`config.mk`:
```
export PLATFORM = sky130hd
export DESIGN_NAME = ttc_core
export DESIGN_NICKNAME = d
export VERILOG_FILES = /design/src/ttc_pkg.sv /design/src/ttc_core.sv
export SDC_FILE = /design/constraint.sdc
export NUM_CORES = 1
export LEC_CHECK = 0
export ABC_CLOCK_PERIOD_IN_PS = 7500
export BUFFER_PORTS_ARGS = -buffer_cell sky130_fd_sc_hd__buf_4
export CAP_MARGIN = 40
export CORE_ASPECT_RATIO = 1.2
export CORE_MARGIN = 2
export CORE_UTILIZATION = 27
export DETAILED_ROUTE_END_ITERATION = 7
export HOLD_SLACK_MARGIN = 0.1
export MAX_ROUTING_LAYER = met4
export SETUP_SLACK_MARGIN = 0.05
export SLEW_MARGIN = 20
export SYNTH_ARGS = -nofsm -noshare
export SYNTH_HDL_FRONTEND = slang
export SYNTH_SLANG_ARGS = --single-unit
```
`constraint.sdc`:
```
create_clock -name ref_clk_i -period 7.5 [get_ports ref_clk_i]
set_input_delay 1.875 -clock ref_clk_i [delete_from_list [all_inputs] [get_ports ref_clk_i]]
set_output_delay 1.875 -clock ref_clk_i [all_outputs]
set_load 0.1 [all_outputs]
```
`src/ttc_pkg.sv`:
```
// Constants, types and behaviour list of the tape transport control core
// Function
// - Write start: motion, gap delay, first word request
// - 7-track: three 6-bit characters, counter steps each
// - First character takes the word's high bits
// - Last character of word raises word request
// - Count zero: write check character, await end
// - End of record: decel delay, done, stop
// - Read shifts characters in, requests per word
// - Four skip flags; done/error request interrupt
// - One bit reverses track state, zero holds
// - Track flip-flop toggles only on one bits
// - Clearing write buffer emits longitudinal check
// - First transition starts skew, then sample all
// - Command load gives clear then load pulse
// - Clear pulse when idle clears everything
// - Load pulse copies accumulator into command
// - Loaded command selects transport at once
// - Skip tests for control and transport ready
// - Start sets go only for legal command
// - Load while busy, not done, is illegal
// - 9-track: two characters per word
package ttc_pkg;

  // Clock rate and documented timing
  localparam int CLK_MHZ         = 10;
  localparam int CHAR_PERIOD_NS  = 27778;  // 36 kHz character rate
  localparam int SKEW_DELAY_NS   = 8000;   // Read deskew window
  localparam int IRG_DELAY_US    = 8000;   // Interrecord gap delay
  localparam int DECEL_DELAY_US  = 8000;   // Deceleration delay

  // Derived cycle counts
  localparam logic [8:0]  CHAR_CYC  = 9'(CHAR_PERIOD_NS * CLK_MHZ / 1000);
  localparam logic [7:0]  SKEW_CYC  = 8'((SKEW_DELAY_NS * CLK_MHZ + 999) / 1000);
  localparam logic [19:0] IRG_DEF   = 20'(IRG_DELAY_US * CLK_MHZ);
  localparam logic [19:0] DECEL_DEF = 20'(DECEL_DELAY_US * CLK_MHZ);
  localparam logic [1:0]  EOR_SPACE = 2'h3;  // Last index of the 4-character space

  // Register offsets (word index on the plain port)
  localparam logic [2:0] OFS_LOAD_CMD  = 3'h0;  // Write: two-pulse load; read: command
  localparam logic [2:0] OFS_START     = 3'h1;  // Write: start motion
  localparam logic [2:0] OFS_CLR_FLAGS = 3'h2;  // Write: clear flags; when go is low, clear all
  localparam logic [2:0] OFS_STATUS    = 3'h3;  // Read: status
  localparam logic [2:0] OFS_SKIP      = 3'h4;  // Read: skip flags

  // Status bit positions
  localparam int ST_ERR_BIT   = 0;
  localparam int ST_ILL_BIT   = 1;
  localparam int ST_LATE_BIT  = 2;
  localparam int ST_DONE_BIT  = 3;
  localparam int ST_NINE_BIT  = 4;
  localparam int ST_CC_LO_BIT = 5;
  localparam int ST_CC_HI_BIT = 6;
  localparam int ST_GO_BIT    = 7;
  localparam int ST_LAST_BIT  = 8;

  // Skip bit positions
  localparam int SK_DONE_BIT = 0;
  localparam int SK_TUR_BIT  = 1;
  localparam int SK_TCR_BIT  = 2;
  localparam int SK_ERR_BIT  = 3;

  // Function and density codes
  localparam logic [2:0] FN_READ  = 3'h2;
  localparam logic [2:0] FN_WRITE = 3'h4;
  localparam logic [1:0] DENS_800 = 2'h3;

  // Command register layout, twelve bits
  typedef struct packed {
    logic       spare;
    logic       int_en;
    logic       nine_trk;
    logic       par_even;
    logic [1:0] density;
    logic [2:0] unit;
    logic [2:0] func;
  } ttc_cmd_type;

  localparam ttc_cmd_type CMD_RST = 12'h000;

  // Signals toward the transport bus
  typedef struct packed {
    logic       move_fwd;
    logic       write_en;
    logic       rec_pulse;
    logic [2:0] unit_sel;
    logic [8:0] wr_track;
  } ttc_tape_out_type;

endpackage : ttc_pkg

```
`src/ttc_core.sv`:
```
// Tape transport control core: command, flags, character sequencing and NRZ write/read
//
// Chosen here: the register addresses and the plain strobed port.
module ttc_core #(
  parameter logic [19:0] IRG_DELAY_CYC   = ttc_pkg::IRG_DEF,
  parameter logic [19:0] DECEL_DELAY_CYC = ttc_pkg::DECEL_DEF
) (
  // Clock and reset
  input  logic                      ref_clk_i,
  input  logic                      rst_n_i,
  // Register port
  input  logic [2:0]                reg_addr_i,
  input  logic [17:0]               reg_wdata_i,
  input  logic                      reg_we_i,
  input  logic                      reg_re_i,
  output logic [17:0]               reg_rdata_o,
  // Interrupt request
  output logic                      irq_o,
  // Data channel
  output logic                      dch_req_o,
  input  logic                      dch_ack_i,
  input  logic [17:0]               dch_wdata_i,
  output logic [17:0]               dch_rdata_o,
  input  logic                      wc_ovf_i,
  // Transport bus
  input  logic                      trp_ready_i,
  input  logic                      eor_i,
  input  logic [8:0]                rd_pulse_i,
  output ttc_pkg::ttc_tape_out_type tape_o
);
  import ttc_pkg::*;

  typedef enum logic [2:0] {
    ST_IDLE, ST_GAP, ST_WRITE, ST_WR_EOR, ST_WAIT_EOR, ST_READ, ST_DECEL
  } ttc_state_type;

  // True when the character counter stands on the last character of a word
  function automatic logic ttc_cc_last(input logic [1:0] cc, input logic nine);
    ttc_cc_last = nine ? (cc == 2'h1) : (cc == 2'h2);
  endfunction : ttc_cc_last

  // Pin synchronisers
  logic [10:0]   sync1_q;       // First stage, read only by the second
  logic [10:0]   sync2_q;       // Second stage
  logic          eor_prev_q;    // Edge detect on end of record
  logic [8:0]    rd_prev_q;     // Edge detect on read pulses

  // Command and flags
  ttc_cmd_type   cmd_q;         // Command register
  ttc_cmd_type   ld_cmd_q;      // Accumulator held between the two pulses
  logic          lcm_pend_q;    // Second pulse pending
  logic          jd_at_load_q;  // Job done as seen at the first pulse
  logic          go_q;          // Go flip-flop, low means control ready
  logic          job_done_q;
  logic          error_q;
  logic          illegal_q;
  logic          late_q;
  logic          irq_q;

  // Sequencer and datapath
  ttc_state_type state_q, state_d;
  logic [19:0]   dly_q;         // Gap or deceleration countdown
  logic [8:0]    tick_q;        // Character rate divider
  logic [1:0]    cc_q;          // Character counter
  logic [1:0]    eor_cnt_q;     // Character spaces before check character
  logic [17:0]   buf_q;         // Data buffer
  logic          buf_valid_q;   // Buffer holds a word not yet written
  logic          last_word_q;   // Word count has overflowed
  logic          dch_req_q;
  logic [17:0]   dch_rdata_q;
  logic [8:0]    wr_track_q;    // Write buffer, one flip-flop per track
  logic          write_en_q;
  logic          move_q;
  logic          rec_pulse_q;
  logic          skew_act_q;
  logic [7:0]    skew_cnt_q;
  logic [8:0]    rd_acc_q;      // Transitions gathered in the skew window
  logic [17:0]   rdata_q;

  // FSM outputs
  logic          dly_load;
  logic [19:0]   dly_val;
  logic          go_clr;
  logic          jd_set;
  logic          fsm_req;
  logic          wr_step;
  logic          eor_step;
  logic          wr_late;

  // Synchronised pins and edges
  wire           tur_s      = sync2_q[10];
  wire           eor_rise   = sync2_q[9] & ~eor_prev_q;
  wire [8:0]     rd_rise    = sync2_q[8:0] & ~rd_prev_q;

  // Register decode
  wire           wr_load    = reg_we_i && (reg_addr_i == OFS_LOAD_CMD);
  wire           wr_start   = reg_we_i && (reg_addr_i == OFS_START);
  wire           wr_clr     = reg_we_i && (reg_addr_i == OFS_CLR_FLAGS);
  wire           clear_flags_pulse   = wr_load | wr_clr;
  wire           command_load_strobe = lcm_pend_q;
  wire           clear_all  = clear_flags_pulse & ~go_q;
  // A load while busy and not done is refused and flagged
  wire           load_bad   = command_load_strobe & go_q & ~jd_at_load_q;
  wire           load_ok    = command_load_strobe & ~load_bad;

  // Legality of the loaded command, settled before start arrives
  wire           fn_ok      = (cmd_q.func == FN_READ) || (cmd_q.func == FN_WRITE);
  wire           dens_ok    = !cmd_q.nine_trk || (cmd_q.density == DENS_800);
  wire           cmd_legal  = fn_ok && dens_ok && tur_s;
  wire           go_set     = wr_start & ~go_q & cmd_legal;
  wire           start_bad  = wr_start & ~go_q & ~cmd_legal;
  wire           is_write   = (cmd_q.func == FN_WRITE);

  // Character timing and counter
  wire           char_tick  = move_q && (tick_q == CHAR_CYC - 9'h1);
  wire           dly_zero   = (dly_q == 20'h00000);
  wire           cc_last    = ttc_cc_last(cc_q, cmd_q.nine_trk);

  // Write character select, high-order group first
  wire [5:0]     six_w      = (cc_q == 2'h0) ? buf_q[17:12] :
                              (cc_q == 2'h1) ? buf_q[11:6] : buf_q[5:0];
  wire           par_w      = cmd_q.par_even ? ^six_w : ~^six_w;
  wire [8:0]     nine_w     = (cc_q == 2'h0) ? buf_q[17:9] : buf_q[8:0];
  wire [8:0]     wr_char    = cmd_q.nine_trk ? nine_w : {2'h0, par_w, six_w};

  // Read character, sampled at the end of the skew window
  wire           rd_first   = (state_q == ST_READ) && !skew_act_q && (|rd_rise);
  wire           rd_char_ok = skew_act_q && (skew_cnt_q == SKEW_CYC - 8'h01);
  wire [8:0]     rd_char    = rd_acc_q | rd_rise;
  wire [17:0]    rd_shift   = cmd_q.nine_trk ? {buf_q[8:0], rd_char} :
                              {buf_q[11:0], rd_char[5:0]};
  wire           rd_word    = rd_char_ok && cc_last;
  wire           rd_late    = rd_word && dch_req_q && !dch_ack_i;
  wire           req_set    = fsm_req | rd_word;
  wire           wr_clear   = eor_step && (eor_cnt_q == EOR_SPACE);
  wire           dch_take   = dch_ack_i && dch_req_q && is_write;

  // Status and skip words
  logic [17:0]   status_w;
  logic [17:0]   skip_w;
  always_comb
  begin
    status_w               = 18'h00000;
    status_w[ST_ERR_BIT]   = error_q;
    status_w[ST_ILL_BIT]   = illegal_q;
    status_w[ST_LATE_BIT]  = late_q;
    status_w[ST_DONE_BIT]  = job_done_q;
    status_w[ST_NINE_BIT]  = cmd_q.nine_trk;
    status_w[ST_CC_LO_BIT] = cc_q[0];
    status_w[ST_CC_HI_BIT] = cc_q[1];
    status_w[ST_GO_BIT]    = go_q;
    status_w[ST_LAST_BIT]  = last_word_q;
    skip_w                 = 18'h00000;
    skip_w[SK_DONE_BIT]    = job_done_q;
    skip_w[SK_TUR_BIT]     = tur_s;
    skip_w[SK_TCR_BIT]     = ~go_q;
    skip_w[SK_ERR_BIT]     = error_q;
  end

  // Read multiplexer; unmapped offsets read as zero
  wire [17:0]    rd_mux     = (reg_addr_i == OFS_LOAD_CMD) ? {6'h00, cmd_q} :
                              (reg_addr_i == OFS_STATUS)   ? status_w :
                              (reg_addr_i == OFS_SKIP)     ? skip_w : 18'h00000;

  // Sequencer: gap, write, end-of-record space, wait, read, deceleration
  always_comb
  begin
    state_d  = state_q;
    dly_load = 1'b0;
    dly_val  = IRG_DELAY_CYC;
    go_clr   = 1'b0;
    jd_set   = 1'b0;
    fsm_req  = 1'b0;
    wr_step  = 1'b0;
    eor_step = 1'b0;
    wr_late  = 1'b0;
    unique case (state_q)
      ST_IDLE:
        if (go_set)
        begin
          state_d  = ST_GAP;
          dly_load = 1'b1;
          fsm_req  = is_write;
        end
      ST_GAP:
        // Writing waits for the first word as well as the gap
        if (dly_zero && (!is_write || buf_valid_q))
        begin
          state_d = is_write ? ST_WRITE : ST_READ;
        end
      ST_WRITE:
        if (char_tick)
        begin
          if (!buf_valid_q)
          begin
            wr_late = 1'b1;                  // Word missed its slot: end the record
            state_d = ST_WR_EOR;
          end
          else
          begin
            wr_step = 1'b1;
            if (cc_last && last_word_q)
            begin
              state_d = ST_WR_EOR;
            end
            else if (cc_last)
            begin
              fsm_req = 1'b1;
            end
          end
        end
      ST_WR_EOR:
        if (char_tick)
        begin
          eor_step = 1'b1;
          if (eor_cnt_q == EOR_SPACE)
          begin
            state_d = ST_WAIT_EOR;
          end
        end
      ST_WAIT_EOR, ST_READ:
        if (eor_rise)
        begin
          state_d  = ST_DECEL;
          dly_load = 1'b1;
          dly_val  = DECEL_DELAY_CYC;
          jd_set   = 1'b1;
        end
      ST_DECEL:
        if (dly_zero)
        begin
          go_clr  = 1'b1;
          state_d = ST_IDLE;
        end
    endcase
  end

  // Pin synchronisers and edge history
  always_ff @(posedge ref_clk_i or negedge rst_n_i)
  begin
    if (!rst_n_i)
    begin
      sync1_q    <= 11'h000;
      sync2_q    <= 11'h000;
      eor_prev_q <= 1'b0;
      rd_prev_q  <= 9'h000;
    end
    else
    begin
      sync1_q    <= {trp_ready_i, eor_i, rd_pulse_i};
      sync2_q    <= sync1_q;
      eor_prev_q <= sync2_q[9];
      rd_prev_q  <= sync2_q[8:0];
    end
  end

  // Two-pulse command load and go flip-flop
  always_ff @(posedge ref_clk_i or negedge rst_n_i)
  begin
    if (!rst_n_i)
    begin
      cmd_q        <= CMD_RST;
      ld_cmd_q     <= CMD_RST;
      lcm_pend_q   <= 1'b0;
      jd_at_load_q <= 1'b0;
      go_q         <= 1'b0;
    end
    else
    begin
      lcm_pend_q <= wr_load;
      if (wr_load)
      begin
        ld_cmd_q     <= ttc_cmd_type'(reg_wdata_i[11:0]);
        jd_at_load_q <= job_done_q;
      end
      // Loading sets the unit select at once
      if (load_ok)
      begin
        cmd_q <= ld_cmd_q;
      end
      else if (clear_all)
      begin
        cmd_q <= CMD_RST;
      end
      if (go_set)
      begin
        go_q <= 1'b1;
      end
      else if (go_clr)
      begin
        go_q <= 1'b0;
      end
    end
  end

  // Flags: a hardware set in the clearing cycle wins
  always_ff @(posedge ref_clk_i or negedge rst_n_i)
  begin
    if (!rst_n_i)
    begin
      job_done_q <= 1'b0;
      error_q    <= 1'b0;
      illegal_q  <= 1'b0;
      late_q     <= 1'b0;
      irq_q      <= 1'b0;
    end
    else
    begin
      job_done_q <= jd_set | (job_done_q & ~clear_flags_pulse);
      illegal_q  <= load_bad | start_bad | (illegal_q & ~clear_flags_pulse);
      late_q     <= wr_late | rd_late | (late_q & ~clear_flags_pulse);
      error_q    <= load_bad | start_bad | wr_late | rd_late |
                    (error_q & ~clear_flags_pulse);
      irq_q      <= cmd_q.int_en & (job_done_q | error_q);
    end
  end

  // Sequencer state, delay counter and character divider
  always_ff @(posedge ref_clk_i or negedge rst_n_i)
  begin
    if (!rst_n_i)
    begin
      state_q <= ST_IDLE;
      dly_q   <= 20'h00000;
      tick_q  <= 9'h000;
    end
    else
    begin
      state_q <= state_d;
      dly_q   <= dly_load ? dly_val : (dly_zero ? dly_q : dly_q - 20'h00001);
      tick_q  <= (!move_q || char_tick) ? 9'h000 : tick_q + 9'h001;
    end
  end

  // Character counter, word count overflow and end-of-record spacing
  always_ff @(posedge ref_clk_i or negedge rst_n_i)
  begin
    if (!rst_n_i)
    begin
      cc_q        <= 2'h0;
      eor_cnt_q   <= 2'h0;
      last_word_q <= 1'b0;
    end
    else
    begin
      if (clear_all || go_set)
      begin
        cc_q <= 2'h0;
      end
      else if (wr_step || rd_char_ok)
      begin
        cc_q <= cc_last ? 2'h0 : cc_q + 2'h1;
      end
      eor_cnt_q   <= go_set ? 2'h0 : (eor_step ? eor_cnt_q + 2'h1 : eor_cnt_q);
      last_word_q <= wc_ovf_i | (last_word_q & ~(clear_all | go_set));
    end
  end

  // Data buffer and data channel handshake
  always_ff @(posedge ref_clk_i or negedge rst_n_i)
  begin
    if (!rst_n_i)
    begin
      buf_q       <= 18'h00000;
      buf_valid_q <= 1'b0;
      dch_req_q   <= 1'b0;
      dch_rdata_q <= 18'h00000;
    end
    else
    begin
      if (clear_all)
      begin
        buf_q <= 18'h00000;
      end
      else if (dch_take)
      begin
        buf_q <= dch_wdata_i;
      end
      else if (rd_char_ok)
      begin
        buf_q <= rd_shift;
      end
      buf_valid_q <= dch_take | (buf_valid_q & ~(clear_all | (wr_step & cc_last)));
      dch_req_q   <= req_set | (dch_req_q & ~dch_ack_i & ~clear_all);
      if (rd_word)
      begin
        dch_rdata_q <= rd_shift;
      end
    end
  end

  // NRZ write buffer and transport controls
  always_ff @(posedge ref_clk_i or negedge rst_n_i)
  begin
    if (!rst_n_i)
    begin
      wr_track_q  <= 9'h000;
      write_en_q  <= 1'b0;
      move_q      <= 1'b0;
      rec_pulse_q <= 1'b0;
    end
    else
    begin
      // A one reverses the track, a zero leaves it; parity builds up meanwhile
      if (wr_clear || clear_all)
      begin
        wr_track_q <= 9'h000;
      end
      else if (wr_step)
      begin
        wr_track_q <= wr_track_q ^ wr_char;
      end
      write_en_q  <= (state_d == ST_WRITE) || (state_d == ST_WR_EOR) ||
                     (state_d == ST_WAIT_EOR);
      move_q      <= (state_d != ST_IDLE);
      rec_pulse_q <= wr_step;
    end
  end

  // Read deskew: first transition opens the window, all tracks sampled at its end
  always_ff @(posedge ref_clk_i or negedge rst_n_i)
  begin
    if (!rst_n_i)
    begin
      skew_act_q <= 1'b0;
      skew_cnt_q <= 8'h00;
      rd_acc_q   <= 9'h000;
    end
    else if (rd_first)
    begin
      skew_act_q <= 1'b1;
      skew_cnt_q <= 8'h00;
      rd_acc_q   <= rd_rise;
    end
    else if (skew_act_q)
    begin
      skew_act_q <= !rd_char_ok;
      skew_cnt_q <= skew_cnt_q + 8'h01;
      rd_acc_q   <= rd_char_ok ? 9'h000 : rd_char;
    end
  end

  // Register read data, valid only in the cycle after the strobe
  always_ff @(posedge ref_clk_i or negedge rst_n_i)
  begin
    if (!rst_n_i)
    begin
      rdata_q <= 18'h00000;
    end
    else
    begin
      rdata_q <= reg_re_i ? rd_mux : 18'h00000;
    end
  end

  // Outputs straight from flip-flops
  assign reg_rdata_o = rdata_q;
  assign irq_o       = irq_q;
  assign dch_req_o   = dch_req_q;
  assign dch_rdata_o = dch_rdata_q;
  assign tape_o      = '{move_fwd: move_q, write_en: write_en_q, rec_pulse: rec_pulse_q,
                         unit_sel: cmd_q.unit, wr_track: wr_track_q};

endmodule : ttc_core

```
==> results.yml <==
status:
  status: "complete, no violations"
hold_path:
  hold_path_startpoint: "sync1_q[10]$_DFF_PN0_"
  worstHoldPathType: "reg2reg"
setup_path:
  cp.required_ns: 7.82
  cp-endpoint: "move_q$_DFF_PN0_"
  timing.rr.start: "cmd_q[9]$_DFFE_PN0P_"
  crit_type: "in2reg"
  crit_path_start_kind: "input pin"
  ff2ff_path_depth: 8
  crit_path_end_kind: "flip-flop"
  critPathLaunch: "reg_addr_i[2]"
  crit_arrival_ns: 4.09
  crit_fanout: 8
  worstReg2RegEnd: "move_q$_DFF_PN0_"
  r2r_setup_slack_ns: 4.64
clock_tree:
  cts_made_buffers: 17
  post_cts_resized: 0
  cts.sinks: 181
  clock_latency_ns: 0.43
  clock-root-buffer: "clkbuf_16"
  clk_pin_slew_ns: 0.07
  ctsHoldBuffers: 0
  cts_tree: "done"
  htree_num_levels: 4
  cts_setup_buffers: 0
  cts_buffer_depth: 2
die:
  die_area_um2: 31500
  rows: 69
  chipHeight_um: 194
  core-area_um2: 29600
  floorplan.initialDensity: 0.274
  num_io_pins: 109
  die_w_um: 162
synthesis:
  avgSynthCellArea_um2: 10.3
  yosysSeqAreaShare: 0.558
  synth_edf_count: 0
  synthArstFlopShare: 1.00
  synthCells: 789
  ys_ff_latch: 181
  synth.area.top_cells: "dfrtp_1, nor2_1, a21oi_1, nand2_1, o21ai_0"
  synth_top_area_frac: 0.558
  synth_top_area_cell: "dfrtp_1"
  synthFlopType: "dfrtp_1"
  synth_area_um2: 8110
  ys.warnings.count: 0
  ys_types: 63
routing:
  drtIter0Drc: 353
  wl_per_cell_um: 14.4
  totalWireLength_um: 18300
  detail-route-antenna-nets: 0
  vias: 5789
  drcViolationCount: 0
  dr.pass1.iters: 5
  vias_per_cell: 4.54
timing:
  period_needed_ns: 3.77
  relSlewSlack: 0.416
  period_share: 0.502
  setup_tns_ns: 0
  setup_slack_ns: 3.73
  clock_skew_ns: 0.00781
  finalMaxSlewViolations: 0
  hold_violations: 0
  whs_ns: 0.342
  setup_viol: 0
  max_freq_ghz: 0.266
  rsz0062_at_grt: "no"
  worstMarginPinSlew_ns: 0.864
final_layout:
  layout_commonest_cell: "dfrtp_1"
  multi_input_area_um2: 3320
  diodes: 0
  num-fill-cells: 3038
  seqCellArea_um2: 4530
  fin_nets: 936
  area_delta_synth_final_pct: 20.6
  drive_gt1_frac: 0.195
  final_cell_mix: "dfrtp_1, nor2_1, buf_4"
  finalNonFillerCells: 1275
power:
  power_density_nw_per_um2: 211
  p_leak_nw: 4.38
  vdd_drop_max_uv: 151
job:
  cap_violations: 0
global_route:
  grt_max_degree: 68
  grt-ovfl-total: 0
  grt_pass1_vias: 5703
  grt_pass1_wl_um: 29900
  antenna_found_initial: 0
  track_usage: 0.123
placed_design:
  gp_congestion: 0.827
  numPlacedInstances: 1242
  detailed_place_hpwl_um: 13300
  io_buffer_count: 96
  post-place-ws_ns: 3.25
cells by family after synthesis:
logic type / share of synthesized area
and+or+nand+nor: 0.179
DFF: 0.558
AOI/OAI and AO/OA: 0.115
buffers and inverters: 0.0367
muxes: 0.0549
xor gates and xnor gates: 0.0433
adders and majority gates: 0.0123
other: 0.000462
sequential cells by signal, summed over array words and instances (netlist names), 2 cells and up:
signal       flops
buf_q           18
cc_q             2
cmd_q            9
dch_rdata_o     18
dly_q           20
eor_cnt_q        2
ld_cmd_q        12
rd_acc_q         9
rd_prev_q        9
reg_rdata_o     12
skew_cnt_q       8
state_q          3
sync1_q         11
sync2_q         11
tape_o           3
tick_q           9
wr_track_q       9
power by group:
| group | internal (mW) | switching [mW] |
|---|---|---|
| registers | 1.01 | 0.0178 |
| clock network | 0.494 | 0.387 |
| logic | 0.0577 | 0.0961 |
| total | 1.56 | 0.501 |
synthesized netlist by cell type, types with 6 or more instances:
cell type  instances
mux2i_1           22
ha_1               8
nor2b_1           13
nand3_1           16
nor3_1            10
and2_1             6
a22oi_1            6
xnor2_1           14
clkbuf_1          29
or3_1              8
mux2_2            20
nand4_1            7
o21ai_0           46
nor2_1           118
inv_1             16
buf_4             12
o211ai_1           6
nand2_1           71
a21oi_1           56
nand2b_1          10
dfrtp_1          181
xor2_1            21
and3_1             6
a211oi_1          17
metal layers:
| metal | GRT usage | routed length (µm) | vias up | share of wire |
|---|---|---|---|---|
| li1 | - | - | 2874 | - |
| met1 | 0.146 | 8080 | 2786 | 0.44 |
| met2 | 0.200 | 9120 | 101 | 0.50 |
| met3 | 0.0310 | 711 | 28 | 0.039 |
| met4 | 0.0495 | 422 | 0 | 0.023 |
| met5 | - | 0 | - | 0 |
cell type report:
class	count	area share
inverters	16	0.00614
well taps	390	0.0499
flip-flops and latches	181	0.463
clock buffers	18	0.0438
clock inverters	14	0.0155
repair buffers	107	0.0828
multi-input cells	549	0.339
worst min path at each step:
stage          slack (ns)  cells after the start                     to
3_5_place_dp         0.33                      0   sync2_q[4]$_DFF_PN0_
2_1_floorplan        0.33                      0   sync2_q[0]$_DFF_PN0_
6_report             0.34                      0  sync2_q[10]$_DFF_PN0_
5_1_grt              0.36                      0   sync2_q[6]$_DFF_PN0_
3_3_place_gp         0.33                      0  sync2_q[10]$_DFF_PN0_
4_1_cts              0.35                      0  sync2_q[10]$_DFF_PN0_
critical path, stage by stage:
cell and delay [ns]:
buf_4 0.13, nand2b_1 0.18, nor4b_1 0.56, nor2b_1 0.59
o21ai_0 0.15, a21oi_1 0.17, nand3_1 0.16, or2_1 0.27
metrics by stage:
stage	total power, mW	area (µm²)	utilization
2_1_floorplan	1.14	8130	-
3_3_place_gp	1.20	9190	0.310
3_5_place_dp	1.20	9200	0.311
4_1_cts	2.09	9780	0.330
5_1_grt	2.15	9790	0.331
6_report	2.06	9790	0.331
(Power assumes the default switching activity.)
